File: src/hdl/sbr_pkg.sv
// Purpose: Shared constants for the standby release and reset block
// Assumes: One system clock, AHB-Lite register access
// Notes:   Offsets are byte addresses of 32-bit words
`default_nettype none
package sbr_pkg;
    // Register byte offsets
    localparam logic [7:0] OFS_CMD    = 8'h00;
    localparam logic [7:0] OFS_ACC    = 8'h04;
    localparam logic [7:0] OFS_PORT   = 8'h08;
    localparam logic [7:0] OFS_STATUS = 8'h0c;
    localparam logic [7:0] OFS_DMEM   = 8'h10;
    localparam int         ADDR_W     = 8;
    // Command register bit positions
    localparam int CMD_STOP  = 0;
    localparam int CMD_HALT  = 1;
    localparam int CMD_FLAG_TEST = 2;
    localparam int CMD_TIMER     = 3;
    localparam int CMD_LOAD_ENA  = 4;
    localparam int CMD_LOAD_PSEL = 5;
    // Accumulator fields used by port-output instruction
    localparam int ACC_ENA_BIT = 3;
    localparam int ACC_PSEL_LO = 1;
    // Port register fields
    localparam int PORT_OE_LO = 4;
    // Status register fields
    localparam int ST_MODE_LO = 0;
    localparam int ST_TFLAG   = 2;
    localparam int ST_EFLAG   = 3;
    localparam int ST_ENA     = 4;
    localparam int ST_PSEL_LO = 5;
    localparam int ST_CNT_LO  = 8;
    localparam int ST_PC_LO   = 16;
    // Widths and reset values
    localparam int         PC_W      = 10;
    localparam int         CNT_W     = 8;
    localparam int         PRE_W     = 8;
    localparam logic [9:0] PC_RST    = 10'h000;
    localparam logic [7:0] CNT_RST   = 8'h00;
    localparam logic [7:0] PRE_RST   = 8'h00;
    localparam logic [1:0] PSEL_RST  = 2'h0;
    localparam logic [7:0] CNT_MAX   = 8'hff;
    // Prescaler tap masks: divide by 4, 32, 256
    localparam logic [7:0] TAP_DIV4   = 8'h03;
    localparam logic [7:0] TAP_DIV32  = 8'h1f;
    localparam logic [7:0] TAP_DIV256 = 8'hff;
    // Count pulse select encodings
    localparam logic [1:0] PSEL_DIV256 = 2'h0;
    localparam logic [1:0] PSEL_EXT    = 2'h1;
    localparam logic [1:0] PSEL_DIV32  = 2'h2;
    localparam logic [1:0] PSEL_DIV4   = 2'h3;
    // Operating modes
    typedef enum logic [1:0] {
        MODE_RUN   = 2'b00,
        MODE_HALT  = 2'b01,
        MODE_STOP  = 2'b10,
        MODE_RESET = 2'b11
    } sbr_mode_t;
endpackage : sbr_pkg
`default_nettype wire

File: src/hdl/sbr_tmr_if.sv
// Purpose: Carrier between the controller and the timer/event counter
// Assumes: Same clock on both sides
// Notes:   ctl drives controls, tmr answers with count and overflow
`default_nettype none
interface sbr_tmr_if;
    logic       clear_all;
    logic       clear_cnt;
    logic       run;
    logic [1:0] psel;
    logic       ev_edge;
    logic [7:0] count;
    logic       ovf;
    modport ctl (output clear_all, clear_cnt, run, psel, ev_edge, input count, ovf);
    modport tmr (input clear_all, clear_cnt, run, psel, ev_edge, output count, ovf);
endinterface : sbr_tmr_if
`default_nettype wire

File: src/hdl/sbr_timer.sv
// Purpose: Prescalers and 8-bit timer/event count register
// Assumes: Event edge already synchronised
// Notes:   Overflow is a one-cycle pulse on the wrap from ff to 00
`default_nettype none
module sbr_timer (
    // Clock and reset
    input  wire logic SYS_CLK,
    input  wire logic RESET_N,
    // Controller side
    sbr_tmr_if.tmr    tif
);
    logic [7:0] pre_ff;
    logic [7:0] cnt_ff;
    logic       ovf_ff;
    logic       tick;
    logic       tap4;
    logic       tap32;
    logic       tap256;
    logic       wrap;

    assign tap4   = (pre_ff & sbr_pkg::TAP_DIV4) == sbr_pkg::TAP_DIV4;
    assign tap32  = (pre_ff & sbr_pkg::TAP_DIV32) == sbr_pkg::TAP_DIV32;
    assign tap256 = (pre_ff & sbr_pkg::TAP_DIV256) == sbr_pkg::TAP_DIV256;
    // Pulse source select
    assign tick = tif.run && (
                  (tif.psel == sbr_pkg::PSEL_DIV256) ? tap256 :
                  (tif.psel == sbr_pkg::PSEL_EXT)    ? tif.ev_edge :
                  (tif.psel == sbr_pkg::PSEL_DIV32)  ? tap32 : tap4);
    assign wrap = tick && (cnt_ff == sbr_pkg::CNT_MAX) && !tif.clear_cnt;
    assign tif.count = cnt_ff;
    assign tif.ovf   = ovf_ff;

    // Three prescaler stages in one chain
    always_ff @(posedge SYS_CLK or negedge RESET_N) begin
        if (!RESET_N) begin
            pre_ff <= sbr_pkg::PRE_RST;
        end else if (tif.clear_all) begin
            pre_ff <= sbr_pkg::PRE_RST;
        end else if (tif.run) begin
            pre_ff <= pre_ff + 8'h01;
        end
    end

    always_ff @(posedge SYS_CLK or negedge RESET_N) begin
        if (!RESET_N) begin
            cnt_ff <= sbr_pkg::CNT_RST;
            ovf_ff <= 1'b0;
        end else begin
            ovf_ff <= wrap && !tif.clear_all;
            if (tif.clear_all || tif.clear_cnt) begin
                cnt_ff <= sbr_pkg::CNT_RST;
            end else if (tick) begin
                cnt_ff <= cnt_ff + 8'h01;
            end
        end
    end
endmodule : sbr_timer
`default_nettype wire

File: src/hdl/sbr_top.sv
// Purpose: Standby release and reset initialisation of a 4-bit controller
// Assumes: AHB-Lite master issues single word transfers
// Notes:   Chip reset pin is active high and synchronised to SYS_CLK
// Behaviour
// - Stop mode ignores request flags; only chip reset ends it.
// - Any set request flag ends halt, execution resumes after halt.
// - Leaving halt by flag keeps registers and data memory unchanged.
// - Reset high keeps halt; reset low leaves halt, resets, starts at 0.
// - Reset ending halt keeps data memory, registers count as undefined.
// - Chip reset input is active high and initialises the chip.
// - Reset clears the ten-bit program counter.
// - Reset clears both skip flags.
// - Reset clears the eight-bit count register.
// - Reset clears pulse select, giving system clock divided by 256.
// - Reset clears the three prescaler stages.
// - Reset clears the external test enable flag.
// - Reset clears both request flags.
// - Reset outside standby leaves memory, accumulator, ports latches undefined.
// - Reset turns off port drivers and sets ports to input.
// - Reset leaving either standby keeps data memory contents.
// - After reset the first fetch is from address zero.
// - Port output with selector fifteen loads test enable from accumulator bit 3.
// - Test input rising edge sets its flag; counter wrap sets timer flag.
// - Reset during stop enters halt and restarts oscillator.
// - In halt only CPU clock stops; timer keeps counting.
`default_nettype none
module sbr_top (
    // Clock and system reset
    input  wire logic        SYS_CLK,
    input  wire logic        RESET_N,
    // AHB-Lite slave
    input  wire logic        HSEL,
    input  wire logic [31:0] HADDR,
    input  wire logic [1:0]  HTRANS,
    input  wire logic        HWRITE,
    input  wire logic [2:0]  HSIZE,
    input  wire logic [31:0] HWDATA,
    input  wire logic        HREADY,
    output logic             HREADYOUT,
    output logic             HRESP,
    output logic [31:0]      HRDATA,
    // Device pins
    input  wire logic        CHIP_RESET,
    input  wire logic        EXTERNAL_TEST_INPUT,
    input  wire logic        EVENT_INPUT,
    // Port pins and clock controls
    output logic [3:0]       PORT_OUT,
    output logic [3:0]       PORT_OE,
    output logic             CPU_CLOCK_ENABLE,
    output logic             OSC_ENABLE,
    output logic [9:0]       PROGRAM_COUNTER
);
    localparam int NSYNC = 3;

    sbr_tmr_if tif ();

    sbr_pkg::sbr_mode_t mode_ff;
    sbr_pkg::sbr_mode_t nxt_mode;
    logic [NSYNC-1:0] sync_a_ff;
    logic [NSYNC-1:0] sync_b_ff;
    logic [NSYNC-1:0] pins;
    logic [1:0]       edge_prev_ff;
    logic [9:0]       pc_ff;
    logic [9:0]       nxt_pc;
    logic [1:0]       skip_ff;
    logic             tflag_ff;
    logic             eflag_ff;
    logic             ena_ff;
    logic [1:0]       psel_ff;
    logic [3:0]       acc_ff;
    logic [3:0]       lat_ff;
    logic [3:0]       oe_ff;
    logic [3:0]       dmem_ff;
    logic             rst_seen_ff;
    logic             wr_pend_ff;
    logic [7:0]       wr_addr_ff;
    logic [31:0]      rdata_ff;
    logic             crst;
    logic             test_edge;
    logic             ev_edge;
    logic             any_flag;
    logic             addr_phase;
    logic             wr_cmd;
    logic             wr_acc;
    logic             wr_port;
    logic             wr_dmem;
    logic             cpu_run;
    logic             cmd_stop;
    logic             cmd_halt;
    logic             cmd_flag_test;
    logic             cmd_timer;
    logic             cmd_load_ena;
    logic             cmd_load_psel;
    logic [31:0]      status_word;
    logic [31:0]      rd_mux;

    // Two-stage synchronisers on pins
    assign pins = {EVENT_INPUT, EXTERNAL_TEST_INPUT, CHIP_RESET};
    genvar gi;
    generate
        for (gi = 0; gi < NSYNC; gi++) begin : g_sync
            always_ff @(posedge SYS_CLK or negedge RESET_N) begin
                if (!RESET_N) begin
                    sync_a_ff[gi] <= 1'b0;
                    sync_b_ff[gi] <= 1'b0;
                end else begin
                    sync_a_ff[gi] <= pins[gi];
                    sync_b_ff[gi] <= sync_a_ff[gi];
                end
            end
        end
    endgenerate

    always_ff @(posedge SYS_CLK or negedge RESET_N) begin
        if (!RESET_N) begin
            edge_prev_ff <= 2'h0;
        end else begin
            edge_prev_ff <= sync_b_ff[2:1];
        end
    end

    assign crst      = sync_b_ff[0];
    assign test_edge = sync_b_ff[1] && !edge_prev_ff[0] && ena_ff;
    assign ev_edge   = sync_b_ff[2] && !edge_prev_ff[1];
    assign any_flag  = tflag_ff || eflag_ff;

    // Bus decode
    assign addr_phase = HSEL && HTRANS[1] && HREADY;
    assign wr_cmd  = wr_pend_ff && (wr_addr_ff == sbr_pkg::OFS_CMD);
    assign wr_acc  = wr_pend_ff && (wr_addr_ff == sbr_pkg::OFS_ACC);
    assign wr_port = wr_pend_ff && (wr_addr_ff == sbr_pkg::OFS_PORT);
    assign wr_dmem = wr_pend_ff && (wr_addr_ff == sbr_pkg::OFS_DMEM);
    assign cpu_run = (mode_ff == sbr_pkg::MODE_RUN) && !crst;
    // Instructions only execute while the CPU clock runs
    assign cmd_stop  = wr_cmd && cpu_run && HWDATA[sbr_pkg::CMD_STOP];
    assign cmd_halt  = wr_cmd && cpu_run && HWDATA[sbr_pkg::CMD_HALT];
    assign cmd_flag_test = wr_cmd && cpu_run && HWDATA[sbr_pkg::CMD_FLAG_TEST];
    assign cmd_timer     = wr_cmd && cpu_run && HWDATA[sbr_pkg::CMD_TIMER];
    assign cmd_load_ena  = wr_cmd && cpu_run && HWDATA[sbr_pkg::CMD_LOAD_ENA];
    assign cmd_load_psel = wr_cmd && cpu_run && HWDATA[sbr_pkg::CMD_LOAD_PSEL];

    assign status_word = {6'h00, pc_ff, tif.count, 1'b0, psel_ff, ena_ff,
                          eflag_ff, tflag_ff, mode_ff};
    assign rd_mux = (HADDR[7:0] == sbr_pkg::OFS_ACC)    ? {28'h0, acc_ff} :
                    (HADDR[7:0] == sbr_pkg::OFS_PORT)   ? {24'h0, oe_ff, lat_ff} :
                    (HADDR[7:0] == sbr_pkg::OFS_STATUS) ? status_word :
                    (HADDR[7:0] == sbr_pkg::OFS_DMEM)   ? {28'h0, dmem_ff} : 32'h0;

    assign HREADYOUT = 1'b1;
    assign HRESP     = 1'b0;
    assign HRDATA    = rdata_ff;

    always_ff @(posedge SYS_CLK or negedge RESET_N) begin
        if (!RESET_N) begin
            wr_pend_ff <= 1'b0;
            wr_addr_ff <= 8'h00;
            rdata_ff   <= 32'h0;
        end else begin
            wr_pend_ff <= addr_phase && HWRITE;
            if (addr_phase) begin
                wr_addr_ff <= HADDR[7:0];
                rdata_ff   <= HWRITE ? 32'h0 : rd_mux;
            end
        end
    end

    // Mode sequencing
    always_comb begin
        nxt_mode = mode_ff;
        case (mode_ff)
            sbr_pkg::MODE_RUN: begin
                if (crst) begin
                    nxt_mode = sbr_pkg::MODE_RESET;
                end else if (cmd_stop && !any_flag) begin
                    nxt_mode = sbr_pkg::MODE_STOP;
                end else if (cmd_halt && !any_flag) begin
                    nxt_mode = sbr_pkg::MODE_HALT;
                end
            end
            sbr_pkg::MODE_HALT: begin
                if (crst) begin
                    nxt_mode = sbr_pkg::MODE_HALT;
                end else if (rst_seen_ff || any_flag) begin
                    nxt_mode = sbr_pkg::MODE_RUN;
                end
            end
            sbr_pkg::MODE_STOP: begin
                if (crst) begin
                    nxt_mode = sbr_pkg::MODE_HALT;
                end
            end
            sbr_pkg::MODE_RESET: begin
                if (!crst) begin
                    nxt_mode = sbr_pkg::MODE_RUN;
                end
            end
            default: nxt_mode = sbr_pkg::MODE_RESET;
        endcase
    end

    // Program counter: held in standby, zero under reset
    assign nxt_pc = crst ? sbr_pkg::PC_RST :
                    (rst_seen_ff ? sbr_pkg::PC_RST :
                    (cpu_run && !cmd_stop && !cmd_halt ? pc_ff + 10'h001 : pc_ff));

    always_ff @(posedge SYS_CLK or negedge RESET_N) begin
        if (!RESET_N) begin
            mode_ff     <= sbr_pkg::MODE_RESET;
            pc_ff       <= sbr_pkg::PC_RST;
            rst_seen_ff <= 1'b0;
        end else begin
            mode_ff     <= nxt_mode;
            pc_ff       <= nxt_pc;
            rst_seen_ff <= crst;
        end
    end

    // Flags, enable, pulse select and skip flags
    always_ff @(posedge SYS_CLK or negedge RESET_N) begin
        if (!RESET_N) begin
            tflag_ff <= 1'b0;
            eflag_ff <= 1'b0;
            ena_ff   <= 1'b0;
            psel_ff  <= sbr_pkg::PSEL_RST;
            skip_ff  <= 2'h0;
        end else if (crst) begin
            tflag_ff <= 1'b0;
            eflag_ff <= 1'b0;
            ena_ff   <= 1'b0;
            psel_ff  <= sbr_pkg::PSEL_RST;
            skip_ff  <= 2'h0;
        end else begin
            // Set wins over the clear of the same cycle
            tflag_ff <= (tflag_ff && !cmd_flag_test && !cmd_timer) || tif.ovf;
            eflag_ff <= (eflag_ff && !cmd_flag_test) || test_edge;
            if (cmd_load_ena) begin
                ena_ff <= acc_ff[sbr_pkg::ACC_ENA_BIT];
            end
            if (cmd_load_psel) begin
                psel_ff <= acc_ff[sbr_pkg::ACC_PSEL_LO +: 2];
            end
            skip_ff <= cmd_flag_test ? {1'b0, any_flag} : skip_ff;
        end
    end

    // Accumulator, port latches and data memory are not touched by chip reset
    always_ff @(posedge SYS_CLK or negedge RESET_N) begin
        if (!RESET_N) begin
            acc_ff  <= 4'h0;
            lat_ff  <= 4'h0;
            dmem_ff <= 4'h0;
        end else begin
            if (wr_acc) begin
                acc_ff <= HWDATA[3:0];
            end
            if (wr_port) begin
                lat_ff <= HWDATA[3:0];
            end
            if (wr_dmem) begin
                dmem_ff <= HWDATA[3:0];
            end
        end
    end

    always_ff @(posedge SYS_CLK or negedge RESET_N) begin
        if (!RESET_N) begin
            oe_ff <= 4'h0;
        end else if (crst) begin
            oe_ff <= 4'h0;
        end else if (wr_port) begin
            oe_ff <= HWDATA[sbr_pkg::PORT_OE_LO +: 4];
        end
    end

    // Timer keeps counting in halt, frozen in stop
    assign tif.clear_all = crst;
    assign tif.clear_cnt = cmd_timer;
    assign tif.run       = (mode_ff != sbr_pkg::MODE_STOP);
    assign tif.psel      = psel_ff;
    assign tif.ev_edge   = ev_edge;

    sbr_timer u_timer (
        .SYS_CLK (SYS_CLK),
        .RESET_N (RESET_N),
        .tif     (tif)
    );

    assign PORT_OUT         = lat_ff;
    assign PORT_OE          = oe_ff;
    assign CPU_CLOCK_ENABLE = (mode_ff == sbr_pkg::MODE_RUN);
    assign OSC_ENABLE       = (mode_ff != sbr_pkg::MODE_STOP);
    assign PROGRAM_COUNTER  = pc_ff;
endmodule : sbr_top
`default_nettype wire

File: config.mk
export PLATFORM = sky130hd
export DESIGN_NAME = sbr_top
export DESIGN_NICKNAME = d
export VERILOG_FILES = /design/src/hdl/sbr_pkg.sv /design/src/hdl/sbr_tmr_if.sv /design/src/hdl/sbr_timer.sv /design/src/hdl/sbr_top.sv
export SDC_FILE = /design/constraint.sdc
export NUM_CORES = 1
export LEC_CHECK = 0
export ABC_AREA = 1
export BUFFER_PORTS_ARGS = -buffer_cell sky130_fd_sc_hd__buf_2
export CELL_PAD_IN_SITES_DETAIL_PLACEMENT = 0
export CELL_PAD_IN_SITES_GLOBAL_PLACEMENT = 1
export CORE_ASPECT_RATIO = 1.25
export CORE_UTILIZATION = 34
export CTS_CLUSTER_SIZE = 10
export DETAILED_ROUTE_END_ITERATION = 8
export PLACE_DENSITY = 0.73
export SLEW_MARGIN = 5
export SYNTH_ARGS = -nofsm -noshare
export SYNTH_HDL_FRONTEND = slang
export SYNTH_HIERARCHICAL = 1
export SYNTH_SLANG_ARGS = --single-unit
File: constraint.sdc
create_clock -name SYS_CLK -period 1.4 [get_ports SYS_CLK]
set_input_delay 0.14 -clock SYS_CLK [delete_from_list [all_inputs] [get_ports SYS_CLK]]
set_output_delay 0.14 -clock SYS_CLK [all_outputs]
set_load 0.005 [all_outputs]
Word level (Yosys, flattened, before mapping)
Cells that the tools add are included.
{"block": "totals", "word_cells": 131, "n_memories": 0, "ff_bits": 100, "output_inout_bits": 54, "latchBits": 0, "rom_bits": 0, "ramBits": 0}
{"block": "op_classes", "eq_ne": 21, "bitwise_logic": 0, "addsub": 3, "n_reduce_logical": 52, "n_lt_le_gt_ge": 0, "mux": 31, "multipliers": 0, "shift": 0, "div_mod_pow": 0}
{"cell": "26-bit two-way mux", "n": 4}
{"cell": "8-bit two-way mux", "n": 4}
{"cell": "10-bit two-way mux", "n": 3}
{"cell": "1-bit logical AND", "n": 29}
{"cell": "8-bit by 4-bit == test with 1-bit output (second input constant)", "n": 3}
{"cell": "2-bit two-way mux", "n": 9}
{"cell": "8-bit by 1-bit adder with 8-bit output (second input constant)", "n": 2}
{"cell": "8-bit by 3-bit == test with 1-bit output (second input constant)", "n": 2}
{"cell": "8-bit by 5-bit == test with 1-bit output (second input constant)", "n": 2}
{"cell": "8-bit == test (second input constant)", "n": 2}
{"cell": "4-bit two-way mux", "n": 3}
{"cell": "10-bit by 1-bit adder with 10-bit output (second input constant)", "n": 1}
{"cell": "2-bit nonzero test", "n": 5}
{"cell": "2-bit == test (second input constant)", "n": 4}
{"cell": "1-bit zero test", "n": 8}
{"cell": "8-bit zero test", "n": 1}
{"cell": "2-bit one-hot mux with 4 select lines", "n": 1}
{"cell": "1-bit two-way mux", "n": 7}
{"cell": "2-bit inequality test (second input constant)", "n": 3}
{"cell": "5-bit == test (second input constant)", "n": 1}
{"cell": "1-bit logical OR", "n": 5}
{"cell": "2-bit by 1-bit == test with 1-bit output (second input constant)", "n": 2}
{"cell": "2-bit zero test", "n": 2}
{"cell": "4-bit by 1-bit inequality test with 1-bit output (second input constant)", "n": 1}
{"cell": "other kinds (3)", "n": 3}

Logic depth before layout (Yosys ltp)
Gate-level depths: netlist (run 1).
{"block": "logic_depth", "word_depth": 10, "ltp_mapped": 12}

Cells and area by module
Netlist (run 1), hierarchy kept.
{"module": "sbr_top", "area_each_um2": 3641.0, "cells_each": 417, "seq_area_each_um2": 1929.4, "instances": 1}
{"module": "sbr_timer", "area_each_um2": 1049.8, "cells_each": 148, "seq_area_each_um2": 425.4, "instances": 1}

Worst setup path after synthesis (run 1)
No wires, ideal clock.
{"block": "synth_timing", "path_kind": "register to register", "from": "register sync_b_ff[0], in the netlist crst", "to": "register u_timer.cnt_ff[5], in the netlist u_timer/tif.count[5]", "t_required_ps": 1283, "setup_ps": 117, "slack_ps": -145, "n_path_buf": 2, "t_arrival_ps": 1428, "stages_incl_launch_ff": 11, "cell_sequence": "dfrtp_1 buf_6 inv_4 nand2_4 nor2_8 nand2_1 nor2_1 nor2_2 buf_2 nand3_1 nand2_1"}
{"block": "synth_via", "elab_chain_len": 6}
{"item": "start: declaration", "line": "sbr_top.sv:60", "source": "logic [NSYNC-1:0] sync_b_ff;"}
{"item": "start signal: indexed assignment", "line": "sbr_top.sv:108", "source": "sync_b_ff[gi] <= sync_a_ff[gi];"}
{"item": "1-bit zero test (*)", "line": "sbr_top.sv:133", "source": "assign cpu_run = (mode_ff == sbr_pkg::MODE_RUN) && !crst;"}
{"item": "1-bit logical AND (*)", "line": "sbr_top.sv:133"}
{"item": "1-bit logical AND (*) (2 in a row)", "line": "sbr_top.sv:138", "source": "assign cmd_timer = wr_cmd && cpu_run && HWDATA[sbr_pkg::CMD_TIMER];"}
{"item": "net cmd_timer", "line": "sbr_top.sv:91", "source": "logic cmd_timer;"}
{"item": "1-bit logical OR (*)", "line": "sbr_timer.sv:50", "source": "if (tif.clear_all || tif.clear_cnt) begin"}
{"item": "8-bit two-way mux / 2-bit nonzero test (equally long branches)"}
{"item": "end signal: assignment", "line": "sbr_timer.sv:46", "source": "cnt_ff <= sbr_pkg::CNT_RST;"}
{"item": "end signal: assignment", "line": "sbr_timer.sv:51", "source": "cnt_ff <= sbr_pkg::CNT_RST;"}
{"item": "end signal: assignment", "line": "sbr_timer.sv:53", "source": "cnt_ff <= cnt_ff + 8'h01;"}
{"item": "end: declaration", "line": "sbr_timer.sv:13", "source": "logic [7:0] cnt_ff;"}
The timed path passes the listed nets; every way through them passes the cells marked *.
A chain may end at the register's enable or synchronous reset.

Worst setup path in the final report (run 1)
{"block": "layout_timing", "from": "register u_timer.pre_ff[1]", "to": "register u_timer.cnt_ff[2], in the netlist u_timer/tif.count[2]"}
{"block": "layout_via", "elab_chain_len": 6}
{"item": "start: declaration", "line": "sbr_timer.sv:12", "source": "logic [7:0] pre_ff;"}
{"item": "start signal: assignment", "line": "sbr_timer.sv:36", "source": "pre_ff <= sbr_pkg::PRE_RST;"}
{"item": "start signal: assignment", "line": "sbr_timer.sv:38", "source": "pre_ff <= sbr_pkg::PRE_RST;"}
{"item": "start signal: assignment", "line": "sbr_timer.sv:40", "source": "pre_ff <= pre_ff + 8'h01;"}
{"item": "5-bit == test / 2-bit == test (equally long branches)", "line": "sbr_timer.sv:22, sbr_timer.sv:21"}
{"item": "1-bit two-way mux", "line": "sbr_timer.sv:28", "source": "(tif.psel == sbr_pkg::PSEL_DIV32) ? tap32 : tap4);"}
{"item": "1-bit two-way mux", "line": "sbr_timer.sv:27", "source": "(tif.psel == sbr_pkg::PSEL_EXT) ? tif.ev_edge :"}
{"item": "1-bit two-way mux (*)", "line": "sbr_timer.sv:26", "source": "(tif.psel == sbr_pkg::PSEL_DIV256) ? tap256 :"}
{"item": "1-bit logical AND (*)", "line": "sbr_timer.sv:25", "source": "assign tick = tif.run && ("}
{"item": "2-bit nonzero test (no source line) (*)"}
Mark *: on every way between the ends. The rest lies on a longest branch, timed or not.

==> impl_metrics.sql, run 1 <==
INSERT INTO impl_metrics (metric_group, metric, value, unit) VALUES
('routing', 'drt_drc_violations_left', '0', ''),
('synth', 'synthCells', '565', ''),
('sta', 'shortest_period_the_worst_path_allows', '1610', 'ps'),
('global_route', 'track_usage', '17.8', '%'),
('pwr', 'power.share.clock', '36.2', '%'),
('routing', 'drt_first_iter_violations', '160', ''),
('pwr', 'net-switching-power', '2040', 'uW'),
('clock_network', 'clock_insertion_delay_worst_skew', '340', 'ps'),
('pwr', 'ir_worst_vdd', '0.547', 'mV'),
('worst_setup_path', 'crit_chain', 'ha_2 -> nand2_2 -> nor2_4 -> ha_4 -> inv_2 -> nand2_2 -> nand2_2 -> nand2_2 -> nand2_2 -> nor2_4 -> buf_6 -> nand3_2 -> nand2_1', ''),
('worst_setup_path', 'critical_path_source_type', 'flop', ''),
('pwr', 'seq_power_share', '40.6', '%'),
('finish', 'number_of_fillers_in_the_final_layout', '1274', ''),
('global_route', 'overflow', '0', ''),
('routing', 'vias_per_cell', '4.72', ''),
('status', 'violations', 'negative setup slack', ''),
('global_route', 'wire_length_of_the_first_global_routing_pass', '20.2', 'mm'),
('synth', 'ys_types', '44', ''),
('finish', 'final_layout_size_suffix_gt1_share', '38.6', '%'),
('synth', 'synth_flop_cell', 'sky130_fd_sc_hd__dfrtp_1', ''),
('synth', 'synth.yosys.seq_area_share', '50.2', '%'),
('place', 'hpwlAfterDp', '8.52', 'mm'),
('clock_network', 'cts.path.max_buffers', '2', ''),
('floorplanning', 'die_area', '0.0143', 'mm^2'),
('pwr', 'p_leak', '0.00330', 'uW'),
('floorplanning', 'placementRows', '47', ''),
('pwr', 'netSwitchingFraction', '27.7', '%'),
('routing', 'drtPass1Iterations', '4', ''),
('worst_setup_path', 'worst_ep_required_time', '1680', 'ps'),
('pwr', 'comb_power_share', '23.1', '%'),
('sta', 'setup-violations-final', '27', ''),
('clock_network', 'tritoncts', 'done', ''),
('worst_setup_path', 'crit_family', 'simple AND/OR/NAND/NOR gates', ''),
('finish', 'final_core_util', '49.2', '%'),
('routing', 'drt-wirelength-per-cell', '13.7', 'um'),
('pwr', 'intPower', '5330', 'uW'),
('routing', 'routed-via-count', '4193', ''),
('sta', 'finalWorstSetupSlack', '-211', 'ps'),
('worst_setup_path', 'path_max_fanout', '4', ''),
('clock_network', 'clock-sinks', '94', ''),
('synth', 'postSynthRegisterBits', '94', ''),
('synth', 'syn_avg_cell_area', '8.30', 'um^2'),
('finish', 'finish.net_count', '793', ''),
('place', 'numPlacedInstances', '844', ''),
('flow_run', 'maxCapViolCount', '0', ''),
('sta', 'final_hold_viol_count', '0', ''),
('worst_setup_path', 'path_common_cell', 'sky130_fd_sc_hd__nand2_2', ''),
('routing', 'routed_wirelength', '12.2', 'mm'),
('sta', 'timing.clock.skew', '8.87', 'ps'),
('clock_network', 'h_tree_level_count', '3', ''),
('synth', 'synthesis.yosys.warnings', '6', ''),
('clock_network', 'clock_tree.root_cell', 'sky130_fd_sc_hd__clkbuf_16', ''),
('finish', 'insertedDiodeCount', '0', ''),
('global_route', 'grt_pass1_vias', '4230', ''),
('pwr', 'total_power_per_unit_cell_area', '1120', 'mW/mm^2'),
('floorplanning', 'start_util', '35.1', '%'),
('synth', 'mappedNetlistArea', '0.00469', 'mm^2'),
('synth', 'async_set_or_reset_flop_fraction_in_the_synthesized_netlist', '100', '%'),
('floorplanning', 'io-pin-count', '131', ''),
('min_path', 'worst_hold_path_type', 'in2reg', ''),
('global_route', 'grt_max_degree', '44', ''),
('clock_network', 'clock_buffers_created_by_tritoncts', '9', ''),
('status', 'status', 'complete, but fails checks', ''),
('worst_setup_path', 'path_class', 'reg2reg', ''),
('floorplanning', 'die_height', '133', 'um'),
('worst_setup_path', 'timing.critical_path.buf_inv', '2', ''),
('clock_network', 'clkTransAtPathRegs', '70', 'ps'),
('sta', 'min_period_over_period', '115', '%'),
('finish', 'fin_cells', '888', ''),
('place', 'port_buffers', '70', ''),
('global_route', 'number_of_antenna_violations_at_the_first_check_in_global_routing', '0', '');
## per-stage QoR
step / cell area, um^2 / hold WS (ps) / TNS [ps] / total power, uW
after floorplan: 4740 / -156 / -834 / 3690
after global placement: 5560 / 101 / -5480 / 4200
after detailed placement: 5560 / 104 / -6690 / 4230
after CTS: 6240 / 10.5 / -3070 / 7210
after global routing: 6570 / 18.2 / -6040 / 7710
final: 6570 / 18.0 / -3060 / 7370
## sequential cells by signal (all words and copies together) (netlist names), 2 cells and up
signal,count
dmem_ff,4
u_timer/pre_ff,8
u_timer/tif.count,8
PROGRAM_COUNTER,10
psel_ff,2
PORT_OE,4
sync_a_ff,3
mode_ff,2
PORT_OUT,4
sync_b_ff,2
acc_ff,4
edge_prev_ff,2
wr_addr_ff,8
HRDATA,26
## cell families after synthesis
kind of cell / count (synthesis) / share of synthesized area [%]
buffers and inverters: 97 / 9.47
multiplexers: 1 / 0.240
AND/OR/NAND/NOR: 288 / 28.5
adder cells (fa/ha/maj): 4 / 1.07
XOR/XNOR: 2 / 0.374
flip-flops: 94 / 50.2
AO/OA/AOI/OAI: 77 / 9.98
other: 2 / 0.160
## layer usage
metal	wire length [um]	vias to the layer above	part of all wire, %	track usage, %
met5	0	-	0	0
met4	211	0	1.7	6.77
met3	285	18	2.3	2.30
met2	6470	64	53	31.8
met1	5230	2025	43	21.6
li1	-	2086	-	-
## cell usage after synthesis (2+ instances only)
library cell	n	area, um^2
sky130_fd_sc_hd__nor2_2	6	37.5
sky130_fd_sc_hd__nor2_4	4	45.0
sky130_fd_sc_hd__a21oi_2	6	52.6
sky130_fd_sc_hd__nor2_1	52	195
sky130_fd_sc_hd__clkbuf_1	4	15.0
sky130_fd_sc_hd__a21oi_1	11	55.1
sky130_fd_sc_hd__nand4_1	8	50.1
sky130_fd_sc_hd__buf_4	8	60.1
sky130_fd_sc_hd__o21ai_0	33	165
sky130_fd_sc_hd__o21ai_1	11	55.1
sky130_fd_sc_hd__buf_6	2	22.5
sky130_fd_sc_hd__a21boi_2	2	22.5
sky130_fd_sc_hd__o21bai_1	2	15.0
sky130_fd_sc_hd__ha_1	4	50.1
sky130_fd_sc_hd__nor3_1	2	10.0
sky130_fd_sc_hd__nand2_2	3	18.8
sky130_fd_sc_hd__conb_1	2	7.51
sky130_fd_sc_hd__inv_1	76	285
sky130_fd_sc_hd__nand3_1	53	265
sky130_fd_sc_hd__nand3_2	3	30.0
sky130_fd_sc_hd__dfrtp_1	92	2300
sky130_fd_sc_hd__o21ai_2	8	70.1
sky130_fd_sc_hd__nor3_2	2	20.0
sky130_fd_sc_hd__inv_2	3	11.3
sky130_fd_sc_hd__nand2_1	147	552
sky130_fd_sc_hd__nand3_4	2	35.0
sky130_fd_sc_hd__dfstp_2	2	52.6
## cell type report
cell class	count	area, um^2	share of cell area [%]
sequential	94	2360	35.9
multi-input combinational	381	2310	35.1
timing repair buffer	146	1040	15.9
inverter	80	320	4.88
clock buffer	11	243	3.70
tap	171	214	3.26
clock inverter	5	82.6	1.26
## final timing paths
check                                       start              endpoint  slack [ps]  depth (start not counted)
worst max-delay path            u_timer/pre_ff[1]  u_timer/tif.count[2]        -210                         13
max in group asynchronous                 RESET_N         wr_addr_ff[6]         600                          3
worst max register to register  u_timer/pre_ff[1]  u_timer/tif.count[2]        -210                         13
worst min register to register       sync_a_ff[1]          sync_b_ff[1]         350                          0
worst min-delay path                       HWRITE            HRDATA[23]          20                          2
min in group asynchronous                 RESET_N            HRDATA[15]         280                          2
## what timing repair did
action                                  in CTS  in global routing
endpoints found under the hold margin       27                  0
gates resized for setup                     56                 71
hold buffers                                 4                  0
pin swaps                                   22                 32
endpoints found under the setup margin      45                 44
buffers inserted                            14                 12
cloned                                       1                  0
## cells in the final DEF (no fill, tap or decap), types with 8 or more instances in the layout
master,count
sky130_fd_sc_hd__nand4_1,8
sky130_fd_sc_hd__nand2_2,18
sky130_fd_sc_hd__buf_6,19
sky130_fd_sc_hd__buf_2,68
sky130_fd_sc_hd__nand3_2,18
sky130_fd_sc_hd__o21ai_2,8
sky130_fd_sc_hd__a21oi_2,10
sky130_fd_sc_hd__clkbuf_16,9
sky130_fd_sc_hd__dfrtp_1,91
sky130_fd_sc_hd__buf_4,52
sky130_fd_sc_hd__nand3_1,34
sky130_fd_sc_hd__conb_1,8
sky130_fd_sc_hd__nor2_4,13
sky130_fd_sc_hd__o21ai_0,22
sky130_fd_sc_hd__nor2_1,40
sky130_fd_sc_hd__inv_1,70
sky130_fd_sc_hd__nand2_4,8
sky130_fd_sc_hd__nand2_1,124
sky130_fd_sc_hd__nor2_2,9
sky130_fd_sc_hd__o21ai_1,20
## power by group through the flow
| stage | logic (uW) | registers [uW] | clock network, uW |
|---|---|---|---|
| floorplan | 634 | 3060 | 0 |
| global placement | 1180 | 3030 | 0 |
| detailed placement | 1200 | 3040 | 0 |
| CTS | 1500 | 2990 | 2720 |
| global route | 1850 | 3010 | 2840 |
| finish | 1710 | 3000 | 2670 |
(Power assumes the default switching activity.)
==> run 2: changes to the inputs <==
--- a/config.mk
+++ b/config.mk
@@ -7,6 +7,7 @@
 export LEC_CHECK = 0
 export ABC_AREA = 1
 export BUFFER_PORTS_ARGS = -buffer_cell sky130_fd_sc_hd__buf_2
+export CAP_MARGIN = 20
 export CELL_PAD_IN_SITES_DETAIL_PLACEMENT = 0
 export CELL_PAD_IN_SITES_GLOBAL_PLACEMENT = 1
 export CORE_ASPECT_RATIO = 1.25
==> constraint.sdc (replaced) <==
create_clock -name SYS_CLK -period 1.3 [get_ports SYS_CLK]
set_input_delay 0.13 -clock SYS_CLK [delete_from_list [all_inputs] [get_ports SYS_CLK]]
set_output_delay 0.13 -clock SYS_CLK [all_outputs]
set_load 0.005 [all_outputs]
==> impl_metrics.sql, run 2 (synthesized netlist as in run 1, its figures left out) <==
INSERT INTO impl_metrics (metric_group, metric, value, unit) VALUES
('global_route', 'wire_length_of_the_first_global_routing_pass', '20.0', 'mm'),
('min_path', 'hp-start', 'HWDATA[7]', ''),
('worst_setup_path', 'path_class', 'reg2reg', ''),
('routing', 'vias_per_cell', '4.66', ''),
('worst_setup_path', 'slowest_delay', '350', 'ps'),
('sta', 'drv_slew', '0', ''),
('sta', 'setup_repair_after_global_routing_missed_its_margin', 'yes', ''),
('routing', 'drt-wirelength-per-cell', '13.6', 'um'),
('sta', 'hold_ws', '20.6', 'ps'),
('worst_setup_path', 'path_max_fanout', '8', ''),
('status', 'status', 'complete, but fails checks', ''),
('place', 'hpwlAfterDp', '8.83', 'mm'),
('worst_setup_path', 'crit_family', 'simple AND/OR/NAND/NOR gates', ''),
('sta', 'setup-violations-final', '42', ''),
('clock_network', 'clock_buffers_created_by_tritoncts', '9', ''),
('sta', 'achievable-frequency', '619', 'MHz'),
('global_route', 'number_of_antenna_violations_at_the_first_check_in_global_routing', '0', ''),
('finish', 'insertedDiodeCount', '0', ''),
('finish', 'final_core_util', '49.5', '%'),
('sta', 'min_period_over_period', '124', '%'),
('flow_run', 'maxCapViolCount', '0', ''),
('global_route', 'grt_max_degree', '36', ''),
('worst_setup_path', 'critPathSlowestCell', 'sky130_fd_sc_hd__dfrtp_1', ''),
('place', 'gp_routability_congestion', '0.814', ''),
('status', 'violations', 'negative setup slack', ''),
('worst_setup_path', 'setup.worst_path.end', 'u_timer/tif.count[5]', ''),
('worst_setup_path', 'timing.critical_path.from', 'u_timer/pre_ff[0]', ''),
('finish', 'layout.cells.most_common_list', 'sky130_fd_sc_hd__nand2_1, sky130_fd_sc_hd__dfrtp_1, sky130_fd_sc_hd__inv_1, sky130_fd_sc_hd__buf_2, sky130_fd_sc_hd__buf_4', ''),
('floorplanning', 'die_height', '133', 'um'),
('pwr', 'total_power_per_unit_cell_area', '1220', 'mW/mm^2'),
('clock_network', 'h_tree_level_count', '3', ''),
('finish', 'final_layout_size_suffix_gt1_share', '39.5', '%'),
('global_route', 'grt_pass1_vias', '4163', ''),
('worst_setup_path', 'worst_ep_required_time', '1580', 'ps'),
('global_route', 'overflow', '0', ''),
('floorplanning', 'chipWidth', '107', 'um'),
('floorplanning', 'die_area', '0.0143', 'mm^2'),
('worst_setup_path', 'timing.critical_path.buf_inv', '1', ''),
('routing', 'drt_first_iter_violations', '198', ''),
('floorplanning', 'start_util', '35.1', '%'),
('clock_network', 'cts.path.max_buffers', '2', ''),
('worst_setup_path', 'critical_path_source_type', 'flop', ''),
('worst_setup_path', 'timing.reg2reg.worst_path_depth', '12', ''),
('place', 'port_buffers', '70', ''),
('finish', 'largest_register_ff_count', '26', ''),
('finish', 'mostFrequentLayoutCell', 'sky130_fd_sc_hd__nand2_1', ''),
('routing', 'drtPass1Iterations', '4', ''),
('floorplanning', 'core_area', '0.0133', 'mm^2'),
('worst_setup_path', 'rrSetupSlack', '-310', 'ps'),
('sta', 'shortest_period_the_worst_path_allows', '1610', 'ps'),
('sta', 'finalWorstSetupSlack', '-314', 'ps'),
('worst_setup_path', 'path_depth', '12', ''),
('global_route', 'track_usage', '17.5', '%'),
('routing', 'drt_drc_violations_left', '0', ''),
('floorplanning', 'io-pin-count', '131', ''),
('clock_network', 'clkTransAtPathRegs', '70', 'ps'),
('finish', 'finish.instance_area', '0.00660', 'mm^2'),
('min_path', 'worst_hold_path_type', 'in2reg', ''),
('pwr', 'ir_worst_vdd', '0.587', 'mV'),
('sta', 'fin_setup_tns', '-6970', 'ps'),
('sta', 'timing.clock.skew', '6.81', 'ps'),
('floorplanning', 'placementRows', '47', ''),
('worst_setup_path', 'end_kind', 'flop', ''),
('clock_network', 'clock-sinks', '94', ''),
('clock_network', 'clock_tree.root_cell', 'sky130_fd_sc_hd__clkbuf_16', ''),
('worst_setup_path', 'crit_chain', 'ha_2 -> nand2_2 -> nor2_4 -> ha_4 -> inv_2 -> nand2_1 -> nand2_1 -> nand2_2 -> nand2_2 -> nor2_4 -> nand3_1 -> nand2_1', ''),
('routing', 'ant_nets', '0', ''),
('place', 'post_dp_cell_area', '0.00570', 'mm^2'),
('finish', 'number_of_fillers_in_the_final_layout', '1300', ''),
('clock_network', 'clock_insertion_delay_worst_skew', '340', 'ps'),
('worst_setup_path', 'timing.rr.end', 'u_timer/tif.count[5]', ''),
('pwr', 'p_leak', '0.00334', 'uW'),
('routing', 'routed-via-count', '4178', ''),
('worst_setup_path', 'arrival_time_of_data_at_the_critical_path_endpoint', '1900', 'ps'),
('finish', 'area_growth', '40.8', '%'),
('routing', 'routed_wirelength', '12.2', 'mm'),
('worst_setup_path', 'crit-reg2reg-launch', 'u_timer/pre_ff[0]', ''),
('sta', 'final_hold_viol_count', '0', ''),
('clock_network', 'tritoncts', 'done', ''),
('finish', 'finish.net_count', '802', '');
[run 2: stage by stage]
stage	std cells	total power (uW)	setup slack [ps]
6_report	897	8040	-314
3_3_place_gp	861	4600	-219
5_1_grt	897	8380	-413
2_1_floorplan	571	3980	-204
4_1_cts	889	7900	-302
3_5_place_dp	861	4640	-303
[run 2: power breakdown]
part | internal (uW) | switching [uW] | total (uW)
registers | 3110 | 136 | 3240
clock network | 1730 | 1130 | 2860
logic | 983 | 951 | 1930
total | 5820 | 2210 | 8040
[run 2: worst min-delay path by stage]
stage / to / slack (ps) / cells past startpoint
2_1_floorplan: HRDATA[0] / -170 / 0
3_3_place_gp: HRDATA[17] / 40 / 1
3_5_place_dp: HRDATA[17] / 50 / 1
4_1_cts: PORT_OE[3] / 20 / 3
5_1_grt: PORT_OE[2] / 20 / 3
6_report: PORT_OE[3] / 20 / 3
[run 2: layer usage]
layer	routed length (um)	up-vias	GRT usage [%]
met1	5190	1999	21.7
li1	-	2094	-
met2	6460	69	31.0
met3	339	16	2.25
met4	199	0	6.09
met5	0	-	0
[run 2: area by class of cell]
cell class / count / area, um^2 / share of cell area [%]
Clock inverter: 6 / 85.1 / 1.29
Tap cell: 171 / 214 / 3.24
Multi-Input combinational cell: 380 / 2250 / 34.0
Clock buffer: 10 / 239 / 3.62
Timing Repair Buffer: 156 / 1140 / 17.3
Sequential cell: 94 / 2360 / 35.7
Inverter: 80 / 320 / 4.85
[run 2: worst min-delay path, delay by kind of cell]
kind | cells | cell delay [ps]
buffers and inverters | 1 | 90
AND/OR/NAND/NOR | 2 | 110
[run 2: repair_timing]
| action | CTS | global route |
|---|---|---|
| hold endpoints to repair | 37 | 0 |
| endpoints found under the setup margin | 49 | 53 |
| hold buffers | 4 | 0 |
| buffers inserted | 10 | 13 |
| pin swaps | 24 | 35 |
| resized for setup | 76 | 50 |
